### src/lane_access_pkg.sv
/*
  constants and types shared by the byte lane data access block.
  assumes a systemverilog compiler only.
*/
package lane_access_pkg;

  localparam int DATA_W = 16;
  localparam int ADDR_W = 32;
  localparam int REG_ADDR_W = 8;
  localparam int PTR_NUM = 8;
  localparam int PTR_SEL_W = 3;
  localparam int PSHIFT_W = 4;
  localparam int IMM_W = 22;
  localparam int IMM3_W = 3;

  // register offsets, one 16-bit word each
  localparam logic [7:0] REG_PTR_BASE = 8'h00;
  localparam logic [7:0] REG_PTR_LAST = 8'h0f;
  localparam logic [7:0] REG_ACC_LOW = 8'h10;
  localparam logic [7:0] REG_ACC_HIGH = 8'h11;
  localparam logic [7:0] REG_PTR_SEL = 8'h12;
  localparam logic [7:0] REG_STATUS_ONE = 8'h13;
  localparam logic [7:0] REG_PSHIFT = 8'h14;
  localparam logic [7:0] REG_STATE = 8'h15;

  // field positions
  localparam int OBJ_MODE_BIT = 0;
  localparam int ADDR_MODE_BIT = 1;
  localparam int STATE_BUSY_BIT = 0;
  localparam int STATE_NATIVE_BIT = 1;

  // reset values and byte enable codes
  localparam logic [15:0] WORD_RST = 16'h0000;
  localparam logic [1:0] STATUS_ONE_RST = 2'h0;
  localparam logic [2:0] PTR_SEL_RST = 3'h0;
  localparam logic [3:0] PSHIFT_RST = 4'h2;
  localparam logic [1:0] BE_LOW = 2'h1;
  localparam logic [1:0] BE_HIGH = 2'h2;
  localparam logic [1:0] BE_BOTH = 2'h3;

  typedef enum logic [2:0] {
    OP_LOAD_BYTE_LSB = 3'h0,
    OP_LOAD_BYTE_MSB = 3'h1,
    OP_STORE_BYTE_LSB = 3'h2,
    OP_STORE_BYTE_MSB = 3'h3,
    OP_LOAD_LONG = 3'h4,
    OP_STORE_LONG = 3'h5
  } op_kind_type;

  typedef enum logic [1:0] {
    OFS_INDEX_ZERO = 2'h0,
    OFS_INDEX_ONE = 2'h1,
    OFS_IMM3 = 2'h2
  } offset_src_type;

  typedef enum logic [2:0] {
    IMM_W7 = 3'h0,
    IMM_W8 = 3'h1,
    IMM_W10 = 3'h2,
    IMM_W16 = 3'h3,
    IMM_W22 = 3'h4
  } imm_width_type;

  // product shift settings: left 4, left 1, none, right 1 .. right 6
  typedef enum logic [3:0] {
    PSH_LEFT4 = 4'h0,
    PSH_LEFT1 = 4'h1,
    PSH_NONE = 4'h2,
    PSH_RIGHT1 = 4'h3,
    PSH_RIGHT2 = 4'h4,
    PSH_RIGHT3 = 4'h5,
    PSH_RIGHT4 = 4'h6,
    PSH_RIGHT5 = 4'h7,
    PSH_RIGHT6 = 4'h8
  } pshift_type;

  typedef enum logic [3:0] {
    ST_IDLE = 4'b0001,
    ST_WORD0 = 4'b0010,
    ST_WORD1 = 4'b0100,
    ST_DONE = 4'b1000
  } lane_state_type;

endpackage

### src/byte_lane_data_access.sv
/*
  byte lane data access: pointer file, accumulator halves, selector, mode
  bits and the sequencer that steers byte and 32-bit transfers to memory.
  assumes a memory that takes one strobe per cycle, never stalls, and
  returns read data in the cycle after the read strobe.
*/
// Added by the designer: the register offsets and the plain strobed port.
// Notes on behaviour
// - indexed byte address: pointer plus index or immediate
// - even offset: only low byte touched
// - odd offset: only high byte touched
// - other byte modes: only low byte touched
// - low byte load clears high; high keeps low
// - 32-bit accesses forced even, low word first
// - pointers never changed for alignment
// - bits 0-15 low word, 16-31 next
// - native needs object one, addressing zero
// - 3-bit selector picks wide pointer zero-seven
// - pointer halves separately addressable
// - accumulator halves, either is byte operand
// - product shift +4,1,0,-1..-6
// - immediates zero or sign extended
`timescale 1ns/100ps
module byte_lane_data_access #(
  parameter int PTR_NUM = lane_access_pkg::PTR_NUM
) (
  input wire logic mclk_i, // core clock, 200 MHz
  input wire logic srst_i, // synchronous reset, active high
  input wire logic [7:0] reg_addr_i, // register word address
  input wire logic [15:0] reg_wdata_i, // register write data
  input wire logic reg_wr_i, // register write strobe
  input wire logic reg_rd_i, // register read strobe
  output logic [15:0] reg_rdata_o, // read data, cycle after strobe
  input wire logic op_valid_i, // access request
  input wire lane_access_pkg::op_kind_type op_kind_i, // access kind
  input wire logic op_indexed_i, // indexed byte form
  input wire lane_access_pkg::offset_src_type op_offset_src_i, // offset source
  input wire logic [2:0] op_imm3_i, // 3-bit immediate offset
  input wire logic op_acc_high_i, // byte operand half select
  input wire logic [31:0] op_addr_i, // address for other modes
  output logic op_ready_o, // request may be taken
  output logic op_done_o, // access finished, one cycle
  output logic op_refused_o, // refusal pulse
  output logic [31:0] mem_addr_o, // memory word address
  output logic mem_rd_o, // memory read strobe
  output logic mem_wr_o, // memory write strobe
  output logic [1:0] mem_be_o, // byte enables, bit1 high byte
  output logic [15:0] mem_wdata_o, // memory write data
  input wire logic [15:0] mem_rdata_i, // memory read data
  input wire logic [21:0] imm_value_i, // immediate to extend
  input wire lane_access_pkg::imm_width_type imm_width_i, // immediate width
  input wire logic imm_signed_i, // sign extend immediate
  output logic [31:0] imm_ext_o, // extended immediate
  input wire logic [31:0] product_i, // product to shift
  output logic [31:0] product_shifted_o, // shifted product
  output logic native_mode_o // native operation mode
);

  function automatic logic is_load(input lane_access_pkg::op_kind_type k);
    is_load = (k == lane_access_pkg::OP_LOAD_BYTE_LSB) ||
              (k == lane_access_pkg::OP_LOAD_BYTE_MSB) ||
              (k == lane_access_pkg::OP_LOAD_LONG);
  endfunction

  function automatic logic is_long(input lane_access_pkg::op_kind_type k);
    is_long = (k == lane_access_pkg::OP_LOAD_LONG) || (k == lane_access_pkg::OP_STORE_LONG);
  endfunction

  logic [15:0] ptr_low_reg [PTR_NUM];
  logic [15:0] ptr_high_reg [PTR_NUM];
  logic [15:0] acc_low_reg;
  logic [15:0] acc_high_reg;
  logic [15:0] acc_low_next;
  logic [15:0] acc_high_next;
  logic [2:0] ptr_sel_reg;
  logic [1:0] status_one_reg;
  logic [3:0] pshift_reg;
  logic [15:0] reg_rdata_reg;
  lane_access_pkg::lane_state_type state_reg;
  lane_access_pkg::lane_state_type state_next;
  lane_access_pkg::op_kind_type kind_reg;
  logic hi_lane_reg;
  logic acc_high_sel_reg;
  logic [31:0] addr_reg;
  logic [31:0] mem_addr_next;
  logic mem_rd_next;
  logic mem_wr_next;
  logic [1:0] mem_be_next;
  logic [15:0] mem_wdata_next;
  logic done_reg;
  logic refused_reg;

  // operand and address formation
  wire native = status_one_reg[lane_access_pkg::OBJ_MODE_BIT] &
                ~status_one_reg[lane_access_pkg::ADDR_MODE_BIT];
  wire [31:0] sel_ptr = {ptr_high_reg[ptr_sel_reg], ptr_low_reg[ptr_sel_reg]};
  wire [15:0] index_reg_zero = ptr_low_reg[0];
  wire [15:0] index_reg_one = ptr_low_reg[1];
  wire [15:0] offset = (op_offset_src_i == lane_access_pkg::OFS_INDEX_ZERO) ? index_reg_zero :
                       (op_offset_src_i == lane_access_pkg::OFS_INDEX_ONE) ? index_reg_one :
                       {13'h0000, op_imm3_i};
  wire [31:0] indexed_addr = sel_ptr + {16'h0000, offset};
  wire offset_odd = offset[0];
  wire [31:0] eff_addr = op_indexed_i ? indexed_addr : op_addr_i;
  // only the indexed form may pick the high lane
  wire take_hi_lane = op_indexed_i & offset_odd;
  wire accept = op_valid_i & (state_reg == lane_access_pkg::ST_IDLE) & native;
  wire [15:0] acc_src_half = op_acc_high_i ? acc_high_reg : acc_low_reg;
  wire store_msb = (op_kind_i == lane_access_pkg::OP_STORE_BYTE_MSB);
  wire [7:0] store_byte = store_msb ? acc_src_half[15:8] : acc_src_half[7:0];
  wire [7:0] load_byte = hi_lane_reg ? mem_rdata_i[15:8] : mem_rdata_i[7:0];
  wire [15:0] acc_dst_half = acc_high_sel_reg ? acc_high_reg : acc_low_reg;
  wire [15:0] merged_half = (kind_reg == lane_access_pkg::OP_LOAD_BYTE_MSB) ?
                            {load_byte, acc_dst_half[7:0]} : {8'h00, load_byte};
  wire cap_low_word = (state_reg == lane_access_pkg::ST_WORD1) &&
                      (kind_reg == lane_access_pkg::OP_LOAD_LONG);
  wire cap_last = (state_reg == lane_access_pkg::ST_DONE) && is_load(kind_reg);

  // register port decode
  wire hit_ptr = (reg_addr_i <= lane_access_pkg::REG_PTR_LAST);
  wire [2:0] hit_ptr_idx = reg_addr_i[3:1];
  wire hit_ptr_high = reg_addr_i[0];
  wire wr_acc_low = reg_wr_i && (reg_addr_i == lane_access_pkg::REG_ACC_LOW);
  wire wr_acc_high = reg_wr_i && (reg_addr_i == lane_access_pkg::REG_ACC_HIGH);
  wire wr_ptr_sel = reg_wr_i && (reg_addr_i == lane_access_pkg::REG_PTR_SEL);
  wire wr_status = reg_wr_i && (reg_addr_i == lane_access_pkg::REG_STATUS_ONE);
  wire wr_pshift = reg_wr_i && (reg_addr_i == lane_access_pkg::REG_PSHIFT);
  wire [15:0] state_word = {14'h0000, native, state_reg != lane_access_pkg::ST_IDLE};
  wire [15:0] ptr_read = hit_ptr_high ? ptr_high_reg[hit_ptr_idx] : ptr_low_reg[hit_ptr_idx];
  logic [15:0] read_mux;

  always_comb begin
    if (hit_ptr) begin
      read_mux = ptr_read;
    end else if (reg_addr_i == lane_access_pkg::REG_ACC_LOW) begin
      read_mux = acc_low_reg;
    end else if (reg_addr_i == lane_access_pkg::REG_ACC_HIGH) begin
      read_mux = acc_high_reg;
    end else if (reg_addr_i == lane_access_pkg::REG_PTR_SEL) begin
      read_mux = {13'h0000, ptr_sel_reg};
    end else if (reg_addr_i == lane_access_pkg::REG_STATUS_ONE) begin
      read_mux = {14'h0000, status_one_reg};
    end else if (reg_addr_i == lane_access_pkg::REG_PSHIFT) begin
      read_mux = {12'h000, pshift_reg};
    end else if (reg_addr_i == lane_access_pkg::REG_STATE) begin
      read_mux = state_word;
    end else begin
      read_mux = 16'h0000;
    end
  end

  // no access ever moves a pointer, so an odd pointer stays odd
  genvar gi;
  generate
    for (gi = 0; gi < PTR_NUM; gi++) begin : g_ptr
      wire wr_hit = reg_wr_i && hit_ptr && (hit_ptr_idx == 3'(gi));
      always_ff @(posedge mclk_i) begin
        if (srst_i) begin
          ptr_low_reg[gi] <= lane_access_pkg::WORD_RST;
          ptr_high_reg[gi] <= lane_access_pkg::WORD_RST;
        end else if (wr_hit && !hit_ptr_high) begin
          ptr_low_reg[gi] <= reg_wdata_i;
        end else if (wr_hit && hit_ptr_high) begin
          ptr_high_reg[gi] <= reg_wdata_i;
        end
      end
    end
  endgenerate

  // accumulator: a capture from memory takes precedence over a port write
  always_comb begin
    acc_low_next = wr_acc_low ? reg_wdata_i : acc_low_reg;
    acc_high_next = wr_acc_high ? reg_wdata_i : acc_high_reg;
    if (cap_low_word) begin
      acc_low_next = mem_rdata_i;
    end
    if (cap_last && kind_reg == lane_access_pkg::OP_LOAD_LONG) begin
      acc_high_next = mem_rdata_i;
    end else if (cap_last && acc_high_sel_reg) begin
      acc_high_next = merged_half;
    end else if (cap_last) begin
      acc_low_next = merged_half;
    end
  end

  // access sequencer
  always_comb begin
    state_next = state_reg;
    mem_addr_next = mem_addr_o;
    mem_rd_next = 1'b0;
    mem_wr_next = 1'b0;
    mem_be_next = mem_be_o;
    mem_wdata_next = mem_wdata_o;
    case (state_reg)
      lane_access_pkg::ST_IDLE: begin
        if (accept) begin
          state_next = lane_access_pkg::ST_WORD0;
          mem_rd_next = is_load(op_kind_i);
          mem_wr_next = !is_load(op_kind_i);
          if (is_long(op_kind_i)) begin
            mem_addr_next = {eff_addr[31:1], 1'b0};
            mem_be_next = lane_access_pkg::BE_BOTH;
            mem_wdata_next = acc_low_reg;
          end else begin
            mem_addr_next = eff_addr;
            mem_be_next = take_hi_lane ? lane_access_pkg::BE_HIGH :
                          lane_access_pkg::BE_LOW;
            mem_wdata_next = {store_byte, store_byte};
          end
        end
      end
      lane_access_pkg::ST_WORD0: begin
        if (is_long(kind_reg)) begin
          state_next = lane_access_pkg::ST_WORD1;
          mem_addr_next = {addr_reg[31:1], 1'b1};
          mem_rd_next = is_load(kind_reg);
          mem_wr_next = !is_load(kind_reg);
          mem_wdata_next = acc_high_reg;
        end else begin
          state_next = lane_access_pkg::ST_DONE;
        end
      end
      lane_access_pkg::ST_WORD1: begin
        state_next = lane_access_pkg::ST_DONE;
      end
      lane_access_pkg::ST_DONE: begin
        state_next = lane_access_pkg::ST_IDLE;
      end
      default: begin
        state_next = lane_access_pkg::ST_IDLE;
      end
    endcase
  end

  always_ff @(posedge mclk_i) begin
    if (srst_i) begin
      state_reg <= lane_access_pkg::ST_IDLE;
      mem_addr_o <= 32'h0000_0000;
      mem_rd_o <= 1'b0;
      mem_wr_o <= 1'b0;
      mem_be_o <= 2'h0;
      mem_wdata_o <= 16'h0000;
    end else begin
      state_reg <= state_next;
      mem_addr_o <= mem_addr_next;
      mem_rd_o <= mem_rd_next;
      mem_wr_o <= mem_wr_next;
      mem_be_o <= mem_be_next;
      mem_wdata_o <= mem_wdata_next;
    end
  end

  always_ff @(posedge mclk_i) begin
    if (srst_i) begin
      kind_reg <= lane_access_pkg::OP_LOAD_BYTE_LSB;
      hi_lane_reg <= 1'b0;
      acc_high_sel_reg <= 1'b0;
      addr_reg <= 32'h0000_0000;
    end else if (accept) begin
      kind_reg <= op_kind_i;
      hi_lane_reg <= take_hi_lane & ~is_long(op_kind_i);
      acc_high_sel_reg <= op_acc_high_i;
      addr_reg <= eff_addr;
    end
  end

  always_ff @(posedge mclk_i) begin
    if (srst_i) begin
      acc_low_reg <= lane_access_pkg::WORD_RST;
      acc_high_reg <= lane_access_pkg::WORD_RST;
      ptr_sel_reg <= lane_access_pkg::PTR_SEL_RST;
      status_one_reg <= lane_access_pkg::STATUS_ONE_RST;
      pshift_reg <= lane_access_pkg::PSHIFT_RST;
      reg_rdata_reg <= 16'h0000;
      done_reg <= 1'b0;
      refused_reg <= 1'b0;
    end else begin
      acc_low_reg <= acc_low_next;
      acc_high_reg <= acc_high_next;
      if (wr_ptr_sel) begin
        ptr_sel_reg <= reg_wdata_i[2:0];
      end
      if (wr_status) begin
        status_one_reg <= reg_wdata_i[1:0];
      end
      if (wr_pshift) begin
        pshift_reg <= reg_wdata_i[3:0];
      end
      reg_rdata_reg <= reg_rd_i ? read_mux : 16'h0000;
      done_reg <= (state_reg == lane_access_pkg::ST_DONE);
      refused_reg <= op_valid_i && (state_reg == lane_access_pkg::ST_IDLE) && !native;
    end
  end

  assign reg_rdata_o = reg_rdata_reg;
  assign op_ready_o = (state_reg == lane_access_pkg::ST_IDLE);
  assign op_done_o = done_reg;
  assign op_refused_o = refused_reg;
  assign native_mode_o = native;

  imm_extend u_imm_extend (
    .mclk_i(mclk_i),
    .srst_i(srst_i),
    .imm_value_i(imm_value_i),
    .imm_width_i(imm_width_i),
    .imm_signed_i(imm_signed_i),
    .imm_ext_o(imm_ext_o)
  );

  product_shift u_product_shift (
    .mclk_i(mclk_i),
    .srst_i(srst_i),
    .product_i(product_i),
    .shift_sel_i(pshift_reg),
    .product_shifted_o(product_shifted_o)
  );

endmodule

### src/imm_extend.sv
/*
  immediate extender: 7 to 22 bit immediates widened to 32 bits, registered.
  assumes the decoder gives width and sign choice.
*/
`timescale 1ns/100ps
module imm_extend (
  input wire logic mclk_i, // core clock
  input wire logic srst_i, // synchronous reset
  input wire logic [21:0] imm_value_i, // raw immediate, right aligned
  input wire lane_access_pkg::imm_width_type imm_width_i, // immediate width
  input wire logic imm_signed_i, // 1 sign extend, 0 zero extend
  output logic [31:0] imm_ext_o // extended immediate
);
  logic [4:0] top_bit;
  logic [31:0] mask;
  logic sign;
  logic [31:0] ext_next;

  always_comb begin
    case (imm_width_i)
      lane_access_pkg::IMM_W7: top_bit = 5'd6;
      lane_access_pkg::IMM_W8: top_bit = 5'd7;
      lane_access_pkg::IMM_W10: top_bit = 5'd9;
      lane_access_pkg::IMM_W16: top_bit = 5'd15;
      default: top_bit = 5'd21;
    endcase
  end

  assign mask = (32'h0000_0002 << top_bit) - 32'h0000_0001;
  assign sign = imm_signed_i & imm_value_i[top_bit];
  assign ext_next = ({10'h000, imm_value_i} & mask) | (sign ? ~mask : 32'h0000_0000);

  always_ff @(posedge mclk_i) begin
    if (srst_i) begin
      imm_ext_o <= 32'h0000_0000;
    end else begin
      imm_ext_o <= ext_next;
    end
  end
endmodule

### src/product_shift.sv
/*
  product shifter: selected shift on a 32-bit product, arithmetic right.
  assumes the setting comes from the shift select register.
*/
`timescale 1ns/100ps
module product_shift (
  input wire logic mclk_i, // core clock
  input wire logic srst_i, // synchronous reset
  input wire logic [31:0] product_i, // raw product
  input wire logic [3:0] shift_sel_i, // product shift select setting
  output logic [31:0] product_shifted_o // shifted product
);
  logic signed [31:0] prod_s;
  logic [31:0] shifted;

  assign prod_s = product_i;

  always_comb begin
    case (shift_sel_i)
      lane_access_pkg::PSH_LEFT4: shifted = product_i << 4;
      lane_access_pkg::PSH_LEFT1: shifted = product_i << 1;
      lane_access_pkg::PSH_RIGHT1: shifted = prod_s >>> 1;
      lane_access_pkg::PSH_RIGHT2: shifted = prod_s >>> 2;
      lane_access_pkg::PSH_RIGHT3: shifted = prod_s >>> 3;
      lane_access_pkg::PSH_RIGHT4: shifted = prod_s >>> 4;
      lane_access_pkg::PSH_RIGHT5: shifted = prod_s >>> 5;
      lane_access_pkg::PSH_RIGHT6: shifted = prod_s >>> 6;
      // unused codes behave as no shift
      default: shifted = product_i;
    endcase
  end

  always_ff @(posedge mclk_i) begin
    if (srst_i) begin
      product_shifted_o <= 32'h0000_0000;
    end else begin
      product_shifted_o <= shifted;
    end
  end
endmodule

### config.mk
export PLATFORM = sky130hd
export DESIGN_NAME = byte_lane_data_access
export DESIGN_NICKNAME = d
export VERILOG_FILES = /design/src/lane_access_pkg.sv /design/src/byte_lane_data_access.sv /design/src/imm_extend.sv /design/src/product_shift.sv
export SDC_FILE = /design/constraint.sdc
export NUM_CORES = 1
export LEC_CHECK = 0
export BUFFER_PORTS_ARGS = -buffer_cell sky130_fd_sc_hd__buf_4
export CORE_MARGIN = 5
export CORE_UTILIZATION = 40
export DETAILED_ROUTE_END_ITERATION = 12
export GPL_ROUTABILITY_DRIVEN = 1
export PLACE_DENSITY_LB_ADDON = 0.15
export RECOVER_POWER = 50
export SLEW_MARGIN = 10
export SYNTH_ARGS = -nofsm -noshare
export SYNTH_HDL_FRONTEND = slang
export SYNTH_SLANG_ARGS = --single-unit
export TNS_END_PERCENT = 1
### constraint.sdc
create_clock -name mclk_i -period 5.8 [get_ports mclk_i]
set_input_delay 0 -clock mclk_i [delete_from_list [all_inputs] [get_ports mclk_i]]
set_output_delay 0 -clock mclk_i [all_outputs]
set_load 0.01 [all_outputs]
# Yosys cells after proc, flatten, opt, wreduce, memory -nomap -nowiden
# Memory sizes are Yosys's and may differ from the RTL's. A register that Yosys moved wholly into a read port is not among the register bits.
# Index checks and enable logic that the tools add are counted.
# W data, S select, Z words.
# totals
register_bits	216
ram_bits	256
in_bits	145
out_inout_bits	136
wordCells	276
mem_count	2
# mem_list
name	depth	word_bits	read_ports	rd_ports_with_merged_regs	wr	line_no	source
ptr_high_reg	8	16	2	1	8	byte_lane_data_access.sv:70	logic [15:0] ptr_high_reg [PTR_NUM];
ptr_low_reg	8	16	4	1	8	byte_lane_data_access.sv:69	logic [15:0] ptr_low_reg [PTR_NUM];
# op_classes
n_addsub	2
magnitude_cmp	2
n_eq_ne	38
n_shift	1
mux	126
bitwise	28
reduce_logical	57
# ops
cell	n
$mux W16	35
$pmux W32 S8	1
$mux W32	4
$mux W1	64
$pmux W32 S2	1
$eq A8 B5 Y1 const B	6
$logic_and A1 B1 Y1	36
$add A32 B16 Y32	1
$and A22 B32 Y32	1
$not A32 Y32	1
$or A32 B32 Y32	1
$pmux W16 S2	1
$shl A2 B5 Y32 const A	1
$sub A32 B1 Y32 const B	1
$eq A3 B3 Y1 const B	8
$mux W8	3
$eq A4 B3 Y1 const B	5
$mux W4	5
$pmux W5 S4	1
$or A1 B1 Y1	16
$eq A3 B2 Y1 const B	5
$eq A3 B1 Y1 const B	4
$logic_not A3 Y1	4
$mux W3	4
24 further kinds	45

# Depth between registers and ports, before layout
# Gate-level depths: netlist of the first run.
# depth
depth_word	9
depth_mapped	16
ltp_nobuf	12

# Cells and area by module
# From an unflattened synthesis of the first run, not the netlist that was laid out.
# hier_totals
hier_cells	2524
area_unflattened_um2	27103.5
# modules_own_cells
mod	instances	cells_each	area_per_inst_um2
byte_lane_data_access	1	1965	22631.7
product_shift	1	442	3313.2
imm_extend	1	117	1158.6

# Worst setup path after synthesis of the first run
# Ideal clock, no wire load.
# synth_timing
path_kind	flip-flop to flip-flop
from	register (tool-made name)
to	register mem_addr_o[20]
arrival_time_ns	4.612
slack_ns	1.096
stages_incl_launch_ff	15
n_path_buf	2
synth_period_minus_slack_ns	4.704
cell_sequence	dfxtp_1 > buf_1 > buf_1 > mux4_2 > mux2_2 > ha_1 > fa_1 > a211oi_1 > o21ai_0 > nand2_1 > o211ai_1 > a221oi_1 > mux2i_1 > nor3_1 > nor4_1
# synth_lines
element	line_no	source
to (signal assigned)	byte_lane_data_access.sv:245	mem_addr_o <= mem_addr_next;
to (decl)	byte_lane_data_access.sv:44	output logic [31:0] mem_addr_o,

==> impl_metrics.tcl, run 1 <==
set metrics [dict create \
    drt_pass1_iterations 5 \
    commonest_cells_in_the_netlist "and2_1 (259), nor2_1 (257), edfxtp_1 (256), dfxtp_1 (218), clkbuf_1 (185)" \
    finalWorstPathRequiredPeriod_ns 4.870 \
    cp.required_ns 6.30 \
    power.share.clock_pct 41.4 \
    timing.critical_path.from_type "flop" \
    clockRootBuffer "clkbuf_16" \
    arrival_ns 5.37 \
    grt_antenna_before_repair 1 \
    met3RoutedLength_um 7940 \
    num-nets-final 2896 \
    synth.ff_latch_count 474 \
    leakagePower_nw 11.08 \
    die_height_um 264.5 \
    min_period_over_period_pct 83.97 \
    final_setup_fails 0 \
    path_clk_slew_ns 0.06 \
    power.share.combinational_pct 11.9 \
    wire_length_of_the_first_global_routing_pass_um 136900 \
    post_synth.cell_area_avg_um2 10.83 \
    outcome "finished, violations left" \
    first_global_vias 21040 \
    critical_setup_path_class "flop to flop" \
    worst_setup_end_kind "flop" \
    max_cap_violations 3 \
    slew_violations 163 \
    violations "max-capacitance violations, max-slew violations" \
    p_switching_w 0.002029 \
    top_ports 281 \
    max_clock_freq_mhz 205.3 \
    grt_start_max_net_pins 86 \
    synth_seq_area_share_pct 46.52 \
    intPower_w 0.005937 \
    dp_hpwl_um 61380 \
    worstHoldPathType "primary input to flop" \
    cts_inserted_buffers 53 \
    cts-resized-gates 0 \
    placement.io_buffers 280 \
    overall_global_routing_resource_usage_pct 25.32 \
    area_share_of_the_leading_cell_type_in_the_synthesized_netlist_pct 29.67 \
    met2_length_um 43510 \
    synth_top_area_cell "edfxtp_1" \
    worst_slew_margin_rel_pct -152.2 \
    r2r_setup_slack_ns 0.93 \
    top_signal_layer_used "met5" \
    width_of_the_die_um 264.5 \
    post_route_cells_drive_above_1_share_pct 16.52 \
    dieArea_mm2 0.06996 \
    finClkSkew_ns 0.02663 \
    critPathMaxFanout 21 \
    detailedRoute.firstIterationViolations 2195 \
    clock_tree.buffer_depth 3 \
    yosys.cell_count.top_type "and2_1" \
    ys_warn_count 0 \
    share_of_synthesized_flip_flops_with_an_asynchronous_set_or_reset_pct 0 \
    rows 93 \
    worst-slew-pin-transition_ns 3.783 \
    setup_repair_after_global_routing_missed_its_margin "no" \
    seqPwrFrac_pct 46.7 \
    drt_wl_total_um 93010 \
    mappedNetlistArea_mm2 0.02591 \
    cts_tree "built" \
    clk-insertion-delay-late_ns 0.62 \
    ant_nets 0 \
    sw_frac_of_total_pct 25.47 \
    setup_total_negative_slack_ns 0 \
    routedWlPerCell_um 25.63 \
    grt_overflow_total 0 \
    synthFlopType "edfxtp_1" \
    vias_per_cell 5.955 \
    core-area_mm2 0.06435 \
    synth_enable_flop_cells 256 \
    area_growth_pct 22.49 \
    ir_worst_vdd_v 0.0002510 \
    synth_area_leaders "edfxtp_1 (30%), dfxtp_1 (17%), mux4_2 (13%)" \
    met1_length_um 38360 \
    total_power_divided_by_cell_area_mw_per_mm2 251.1 \
    timing.final.hold_violations 0 \
    detail_route.drc_violations 0 \
    globalplace.congestion 0.8594 \
    clock_sink_count 474 \
    h-tree-depth 2 \
    synth.lib_cells_used.distinct 80 \
    initial_core_util_pct 40.26 \
    fin_area_mm2 0.03173 \
    syn_inst 2391 \
    dpl_cell_area_mm2 0.02871 \
    num_vias 21610 \
]
## area by class of cell
type	instances	area, µm²
Inverter	16	60.06
Multi-Input combinational cell	1663	13010
Sequential cell	474	12060
Clock inverter	24	236.5
Fill cell	5838	32620
Clock buffer	71	1438
Antenna cell	2	5.005
Tap cell	855	1070
Timing Repair Buffer	524	3860
## logic make-up (layout without fill, tap and decap cells)
| family | after synthesis | count (layout) | share of synthesized area (%) |
|---|---|---|---|
| AO/OA/AOI/OAI | 500 | 500 | 13.51 |
| XOR/XNOR | 23 | 23 | 0.7776 |
| adder cells (fa/ha/maj) | 19 | 19 | 0.9466 |
| buffers and inverters | 255 | 635 | 3.835 |
| flip-flops | 474 | 474 | 46.52 |
| multiplexers | 260 | 260 | 17.68 |
| other | 1 | 4 | 0.01448 |
| AND/OR/NAND/NOR | 859 | 859 | 16.72 |
## path summary, 6_finish.rpt
kind	from	to	cells after the start
hold / removal	op_addr_i[7]	addr_reg[7]	5
setup / recovery	flop	addr_reg[26]	14
hold reg to reg	addr_reg[7]	addr_reg[7]	2
setup reg to reg	flop	addr_reg[26]	14
## placed cells by master, fill, tap and decap left out, drive strengths merged, types with 18 or more instances in the layout
cell type,instances
a211oi,60
a21oi,146
a221oi,53
a22o,47
a311oi,38
a31oi,31
and2,259
buf,175
clkbuf,223
clkinv,21
dfxtp,218
dlygate4sd3,197
edfxtp,256
ha,18
mux2,26
mux2i,81
mux4,153
nand2,145
nand3,40
nor2,259
nor2b,19
nor3,56
o21ai,34
## power by group through the flow
stage / Sequential (W) / Combinational (W) / Clock [W]
global placement: 0.00378 / 0.000847 / 0
CTS: 0.00372 / 0.000961 / 0.00336
floorplan: 0.00378 / 0.000471 / 0
global route: 0.00373 / 0.00100 / 0.00349
detailed placement: 0.00379 / 0.000856 / 0
finish: 0.00372 / 0.000947 / 0.00330
## worst max-delay path, cell delays in order, from the launching register on
cell	delay (ns)
dfxtp_2	0.33
buf_4	0.38
mux4_2	0.55
mux2_2	0.27
ha_1	0.24
fa_1	0.49
a211oi_1	0.36
o21ai_0	0.18
nand2_1	0.13
o211ai_1	0.15
a221o_1	0.47
a31o_2	0.24
nand3_1	0.11
a211oi_1	0.09
dlygate4sd3_1	0.73
## per-layer routing
metal	track usage, %	up-vias
met5	0	-
met3	5.244	159
met4	8.448	2
met1	33.91	10720
li1	-	9657
met2	41.39	1076
## stage by stage
stage | setup WS [ns] | cells | utilization (%) | power [W] | hold WS, ns
after floorplan | 1.096 | 2392 | - | 0.004246 | 0.1282
after global placement | 1.225 | 3335 | 44.62 | 0.004625 | 0.2123
after detailed placement | 1.237 | 3335 | 44.62 | 0.004643 | 0.2285
after CTS | 1.056 | 3627 | 50.29 | 0.008032 | 0.05764
after global routing | 0.6620 | 3627 | 49.30 | 0.008218 | 0.05707
final | 0.9298 | 3629 | 49.31 | 0.007966 | 0.08550
## repair_timing
| item | 4_1_cts | 5_1_grt |
|---|---|---|
| hold buffers | 197 | 0 |
| endpoints found under the hold margin | 449 | 0 |
| buffers inserted | 0 | 0 |
(Power assumes the default switching activity.)
==> run 2, diff against run 1 <==
==> constraint.sdc (replaced) <==
create_clock -name mclk_i -period 3.9 [get_ports mclk_i]
set_input_delay 0 -clock mclk_i [delete_from_list [all_inputs] [get_ports mclk_i]]
set_output_delay 0 -clock mclk_i [all_outputs]
set_load 0.01 [all_outputs]
==> impl_metrics.tcl, run 2 (same netlist as run 1, synthesis figures left out) <==
set metrics [dict create \
    outcome "finished clean" \
    final_core_util_pct 50.48 \
    seqPwrFrac_pct 44.8 \
    cts_inserted_buffers 54 \
    clock_tree.buffer_depth 3 \
    highest_count_cells_in_the_layout_ignoring_fill_and_taps "and2_1 (259), edfxtp_1 (256), nor2_1 (254)" \
    critPathMaxFanout 7 \
    finClkSkew_ns 0.02650 \
    wire_length_of_the_first_global_routing_pass_um 140600 \
    dieArea_mm2 0.06996 \
    crit_path_max_incr_delay_ns 0.50 \
    cts_tree "built" \
    final_setup_fails 0 \
    grt_antenna_before_repair 3 \
    num_vias 21910 \
    h-tree-depth 2 \
    arrival_ns 4.22 \
    slew_violations 0 \
    die_height_um 264.5 \
    timing.critical_path.from_type "flop" \
    path_clk_slew_ns 0.06 \
    detailedRoute.firstIterationViolations 2251 \
    ir_worst_vdd_v 0.0003750 \
    grt_overflow_total 0 \
    first_global_vias 21390 \
    clk-insertion-delay-late_ns 0.63 \
    layout.cells.most_common "and2_1" \
    p_total_w 0.01233 \
    detail_route.drc_violations 0 \
    core-area_mm2 0.06435 \
    num-nets-final 2951 \
    worst-slew-pin-transition_ns 1.254 \
    width_of_the_die_um 264.5 \
    worst_setup_end_kind "flop" \
    clock_sink_count 474 \
    clockRootBuffer "clkbuf_16" \
    placement.io_buffers 280 \
    rows 93 \
    drt_wl_total_um 95220 \
    crit_path_cell_trace "mux4_2 -> mux2_2 -> ha_1 -> fa_2 -> a211oi_2 -> o21ai_1 -> nand2_1 -> o211ai_1 -> a221o_2 -> a41o_1 -> a31oi_2 -> a211oi_1" \
    cts_post_setup_buffers_inserted 0 \
    area_growth_pct 25.39 \
    initial_core_util_pct 40.26 \
    critical_setup_path_class "flop to flop" \
    ant_nets 0 \
    dp_hpwl_um 64380 \
    vias_per_cell 5.939 \
    min_period_over_period_pct 96.33 \
    sw_frac_of_total_pct 25.27 \
    critical_path.n_buffers_inverters 0 \
    timing.final.hold_violations 0 \
    worstHoldPathType "primary input to flop" \
    total_power_divided_by_cell_area_mw_per_mm2 379.7 \
    setup_repair_after_global_routing_missed_its_margin "yes" \
    cp.required_ns 4.36 \
    max_clock_freq_mhz 266.2 \
    drt_pass1_iterations 6 \
    finalWorstPathRequiredPeriod_ns 3.757 \
    finalHoldWorstSlack_ns 0.09393 \
    power.share.combinational_pct 12.0 \
    intPower_w 0.009218 \
    globalplace.congestion 0.8946 \
    max_cap_violations 0 \
    routedWlPerCell_um 25.81 \
    top_ports 281 \
    worst_slew_margin_rel_pct 15.87 \
    cell_family_with_the_largest_share_of_critical_path_delay "compound AO/OA/AOI/OAI gates" \
    timing.critical_path.slowest_stage_cell "mux4_2" \
    overall_global_routing_resource_usage_pct 26.04 \
    power.share.clock_pct 43.1 \
    leakagePower_nw 11.60 \
    grt_start_max_net_pins 93 \
    p_switching_w 0.003117 \
    post_route_cells_drive_above_1_share_pct 20.05 \
]
-- run 2: timing repair --
| item | in CTS | in global routing |
|---|---|---|
| endpoints found under the setup margin | 0 | 33 |
| gates resized for setup | 0 | 23 |
| hold endpoints to repair | 446 | 0 |
| hold buffers | 192 | 0 |
-- run 2: metrics by stage --
stage	TNS (ns)	area (µm²)	worst slack, ns	instances
floorplan	-0.01361	25950	-0.01361	2392
global placement	0	29150	0.1479	3394
detailed placement	0	29150	0.08502	3394
global route	-0.06159	32480	-0.02526	3688
CTS	0	32930	0.05253	3688
finish	0	32480	0.1433	3689
-- run 2: worst paths after layout --
kind | startpoint | to | slack (ns) | cells past startpoint
max | flop | addr_reg[22] | 0.14 | 12
min | op_offset_src_i[1] | mem_be_o[1] | 0.09 | 5
max reg2reg | flop | addr_reg[22] | 0.14 | 12
min reg2reg | addr_reg[16] | addr_reg[16] | 0.45 | 2
-- run 2: area by class of cell --
class	count	area (µm²)
flip-flops and latches	474	12060
repair buffers	578	4388
multi-input cells	1663	13050
fillers	5853	31870
clock inverters	35	361.6
inverters	16	60.06
diodes	1	2.502
clock buffers	67	1493
well taps	855	1070
-- run 2: worst register-to-register path: cells and delay by family, from the launching register on --
family / cells / cell delay (ns)
multiplexers: 2 / 0.80
AO/OA/AOI/OAI: 7 / 1.63
adder cells (fa/ha/maj): 2 / 0.65
flip-flops: 1 / 0.40
AND/OR/NAND/NOR: 1 / 0.10
-- run 2: per-layer routing --
| metal | share of wire [%] | global-route usage, % | up-vias | wire (µm) |
|---|---|---|---|---|
| met5 | 0.028 | 0 | - | 27 |
| met4 | 2.8 | 6.643 | 4 | 2678 |
| met3 | 10 | 7.138 | 145 | 9605 |
| met2 | 46 | 41.91 | 1082 | 44100 |
| met1 | 41 | 35.22 | 10910 | 38810 |
| li1 | - | - | 9764 | - |
-- run 2: power groups by stage --
stage	logic, W	clock network (W)	registers [W]
after floorplan	0.000704	0	0.00561
after global placement	0.00132	0	0.00563
after detailed placement	0.00133	0	0.00564
after CTS	0.00149	0.00542	0.00553
after global routing	0.00157	0.00562	0.00555
final	0.00148	0.00532	0.00553
==> run 3, diff against run 2 <==
--- a/config.mk
+++ b/config.mk
@@ -6,6 +6,8 @@
 export NUM_CORES = 1
 export LEC_CHECK = 0
 export BUFFER_PORTS_ARGS = -buffer_cell sky130_fd_sc_hd__buf_4
+export CELL_PAD_IN_SITES_DETAIL_PLACEMENT = 0
+export CELL_PAD_IN_SITES_GLOBAL_PLACEMENT = 1
 export CORE_MARGIN = 5
 export CORE_UTILIZATION = 40
 export DETAILED_ROUTE_END_ITERATION = 12
==> impl_metrics.tcl, run 3 (same netlist as run 1, synthesis figures left out) <==
set metrics [dict create \
    max_clock_freq_mhz 263.8 \
    power.share.clock_pct 40.8 \
    num_vias 21680 \
    fin_area_mm2 0.03235 \
    grt_start_max_net_pins 121 \
    met2_length_um 44050 \
    timing.critical_path.slowest_stage_cell "mux4_2" \
    min_period_over_period_pct 97.19 \
    clockRootBuffer "clkbuf_16" \
    vias_per_cell 5.849 \
    area_growth_pct 24.88 \
    critical_path.endpoint "mem_addr_o[20]" \
    timing.final.hold_violations 0 \
    final_setup_fails 0 \
    grt_overflow_total 0 \
    h-tree-depth 2 \
    drt_pass1_iterations 5 \
    cts_tree "built" \
    detail_route.drc_violations 0 \
    sw_frac_of_total_pct 25.06 \
    seqPwrFrac_pct 46.6 \
    cts_inserted_buffers 53 \
    first_global_vias 21440 \
    worst_setup_end_kind "flop" \
    setup_repair_after_global_routing_missed_its_margin "yes" \
    worst_slew_margin_rel_pct -91.92 \
    finalWorstPathRequiredPeriod_ns 3.790 \
    cp.required_ns 4.41 \
    critical_path.n_buffers_inverters 1 \
    clock_tree.buffer_depth 3 \
    outcome "finished, violations left" \
    leakagePower_nw 11.47 \
    p_switching_w 0.002975 \
    violations "max-capacitance violations, max-slew violations" \
    globalplace.congestion 0.8954 \
    clock_sink_count 474 \
    crit_path_max_incr_delay_ns 0.53 \
    die_height_um 264.5 \
    wire_length_of_the_first_global_routing_pass_um 139300 \
    met1_length_um 38530 \
    path_depth 13 \
    ant_nets 0 \
    highest_count_cells_in_the_layout_ignoring_fill_and_taps "nor2_1 (256), edfxtp_1 (256), buf_4 (246)" \
    num-nets-final 2971 \
    clk-insertion-delay-late_ns 0.61 \
    dpl_cell_area_mm2 0.02929 \
    top_signal_layer_used "met4" \
    crit_path_cell_trace "mux4_2 -> mux2_2 -> ha_2 -> fa_2 -> a211oi_4 -> o21ai_1 -> nand2_1 -> o211ai_1 -> a221oi_2 -> buf_4 -> mux2i_2 -> nor3_1 -> nor4_1" \
    arrival_ns 4.30 \
    worstHoldPathType "primary input to flop" \
    cell_family_with_the_largest_share_of_critical_path_delay "multiplexers" \
    slew_violations 152 \
    ir_worst_vdd_v 0.0003404 \
    drt_wl_total_um 93290 \
    path_clk_slew_ns 0.06 \
    post_route_cells_drive_above_1_share_pct 19.30 \
    placement.io_buffers 280 \
    final_core_util_pct 50.28 \
    power.share.combinational_pct 12.6 \
    initial_core_util_pct 40.26 \
    intPower_w 0.008897 \
    overall_global_routing_resource_usage_pct 25.69 \
    critical_setup_path_class "flop to flop" \
    hold_path_startpoint "imm_signed_i" \
    routedWlPerCell_um 25.17 \
    r2r_setup_slack_ns 0.11 \
    max_cap_violations 2 \
    rows 93 \
    top_ports 281 \
    met3RoutedLength_um 7550 \
    width_of_the_die_um 264.5 \
    grt_antenna_before_repair 1 \
    r2r_cells 13 \
    critPathMaxFanout 6 \
    detailedRoute.firstIterationViolations 2409 \
    timing.critical_path.from_type "flop" \
    finClkSkew_ns 0.01653 \
    reg2reg_to "mem_addr_o[20]" \
    core-area_mm2 0.06435 \
    total_power_divided_by_cell_area_mw_per_mm2 367.0 \
    dp_hpwl_um 62820 \
    dieArea_mm2 0.06996 \
    worst-slew-pin-transition_ns 2.879 \
]
-- run 3: changes by cell type in the layout (fill, tap and decap cells not counted), sizes merged --
cell / change
dlygate4sd3: -4
clkinvlp: -3
clkinv: -6
inv: -4
bufinv: -5
clkbuf: +36
buf: +3
-- run 3: worst min path at each step --
stage          depth (start not counted)                    endpoint  slack (ns)
2_1_floorplan                          1   u_imm_extend.imm_ext_o[0]        0.13
3_3_place_gp                           2   u_imm_extend.imm_ext_o[0]        0.21
3_5_place_dp                           2   u_imm_extend.imm_ext_o[0]        0.22
4_1_cts                                3  u_imm_extend.imm_ext_o[23]        0.03
5_1_grt                                3  u_imm_extend.imm_ext_o[26]        0.13
6_report                               3  u_imm_extend.imm_ext_o[25]        0.06
-- run 3: cell type report --
type | instances | area, µm²
flip-flops and latches | 474 | 12060
clock buffers | 81 | 1544
diodes | 1 | 2.502
inverters | 16 | 60.06
well taps | 855 | 1070
multi-input cells | 1663 | 13060
repair buffers | 599 | 4442
fillers | 5802 | 32000
clock inverters | 17 | 115.1
-- run 3: tightest hold or removal path, stage by stage --
cell     delay (ns)
buf_4          0.08
o21ai_1        0.29
nor3_1         0.25
-- run 3: through the flow --
stage / instances / worst slack [ns] / power [W] / hold WS (ns) / setup TNS (ns)
5_1_grt: 3706 / -0.07388 / 0.01229 / 0.1279 / -0.2580
3_5_place_dp: 3414 / -0.1162 / 0.006984 / 0.2208 / -1.087
2_1_floorplan: 2392 / -0.01361 / 0.006318 / 0.1282 / -0.01361
3_3_place_gp: 3414 / -0.002683 / 0.006964 / 0.2107 / -0.002683
4_1_cts: 3700 / 0.006623 / 0.01197 / 0.03278 / 0
6_report: 3706 / 0.1095 / 0.01187 / 0.06372 / 0
-- run 3: power groups by stage --
stage          Clock, W  Combinational (W)  Sequential, W
3_3_place_gp          0            0.00134        0.00562
6_report        0.00484            0.00150        0.00553
4_1_cts         0.00494            0.00151        0.00553
5_1_grt         0.00515            0.00159        0.00554
2_1_floorplan         0           0.000704        0.00561
3_5_place_dp          0            0.00135        0.00563
-- run 3: routing by layer --
metal | global-route usage (%) | up-vias
met2 | 42.13 | 927
met4 | 8.014 | 0
met5 | 0 | -
met1 | 34.91 | 10790
li1 | - | 9804
met3 | 4.743 | 154
-- run 3: timing repair --
| item | in CTS | in global routing |
|---|---|---|
| endpoints found under the setup margin | 20 | 35 |
| gates resized for setup | 3 | 26 |
| setup buffers | 0 | 5 |
| endpoints found under the hold margin | 440 | 0 |
| pin swaps | 1 | 10 |
| hold buffers | 188 | 0 |
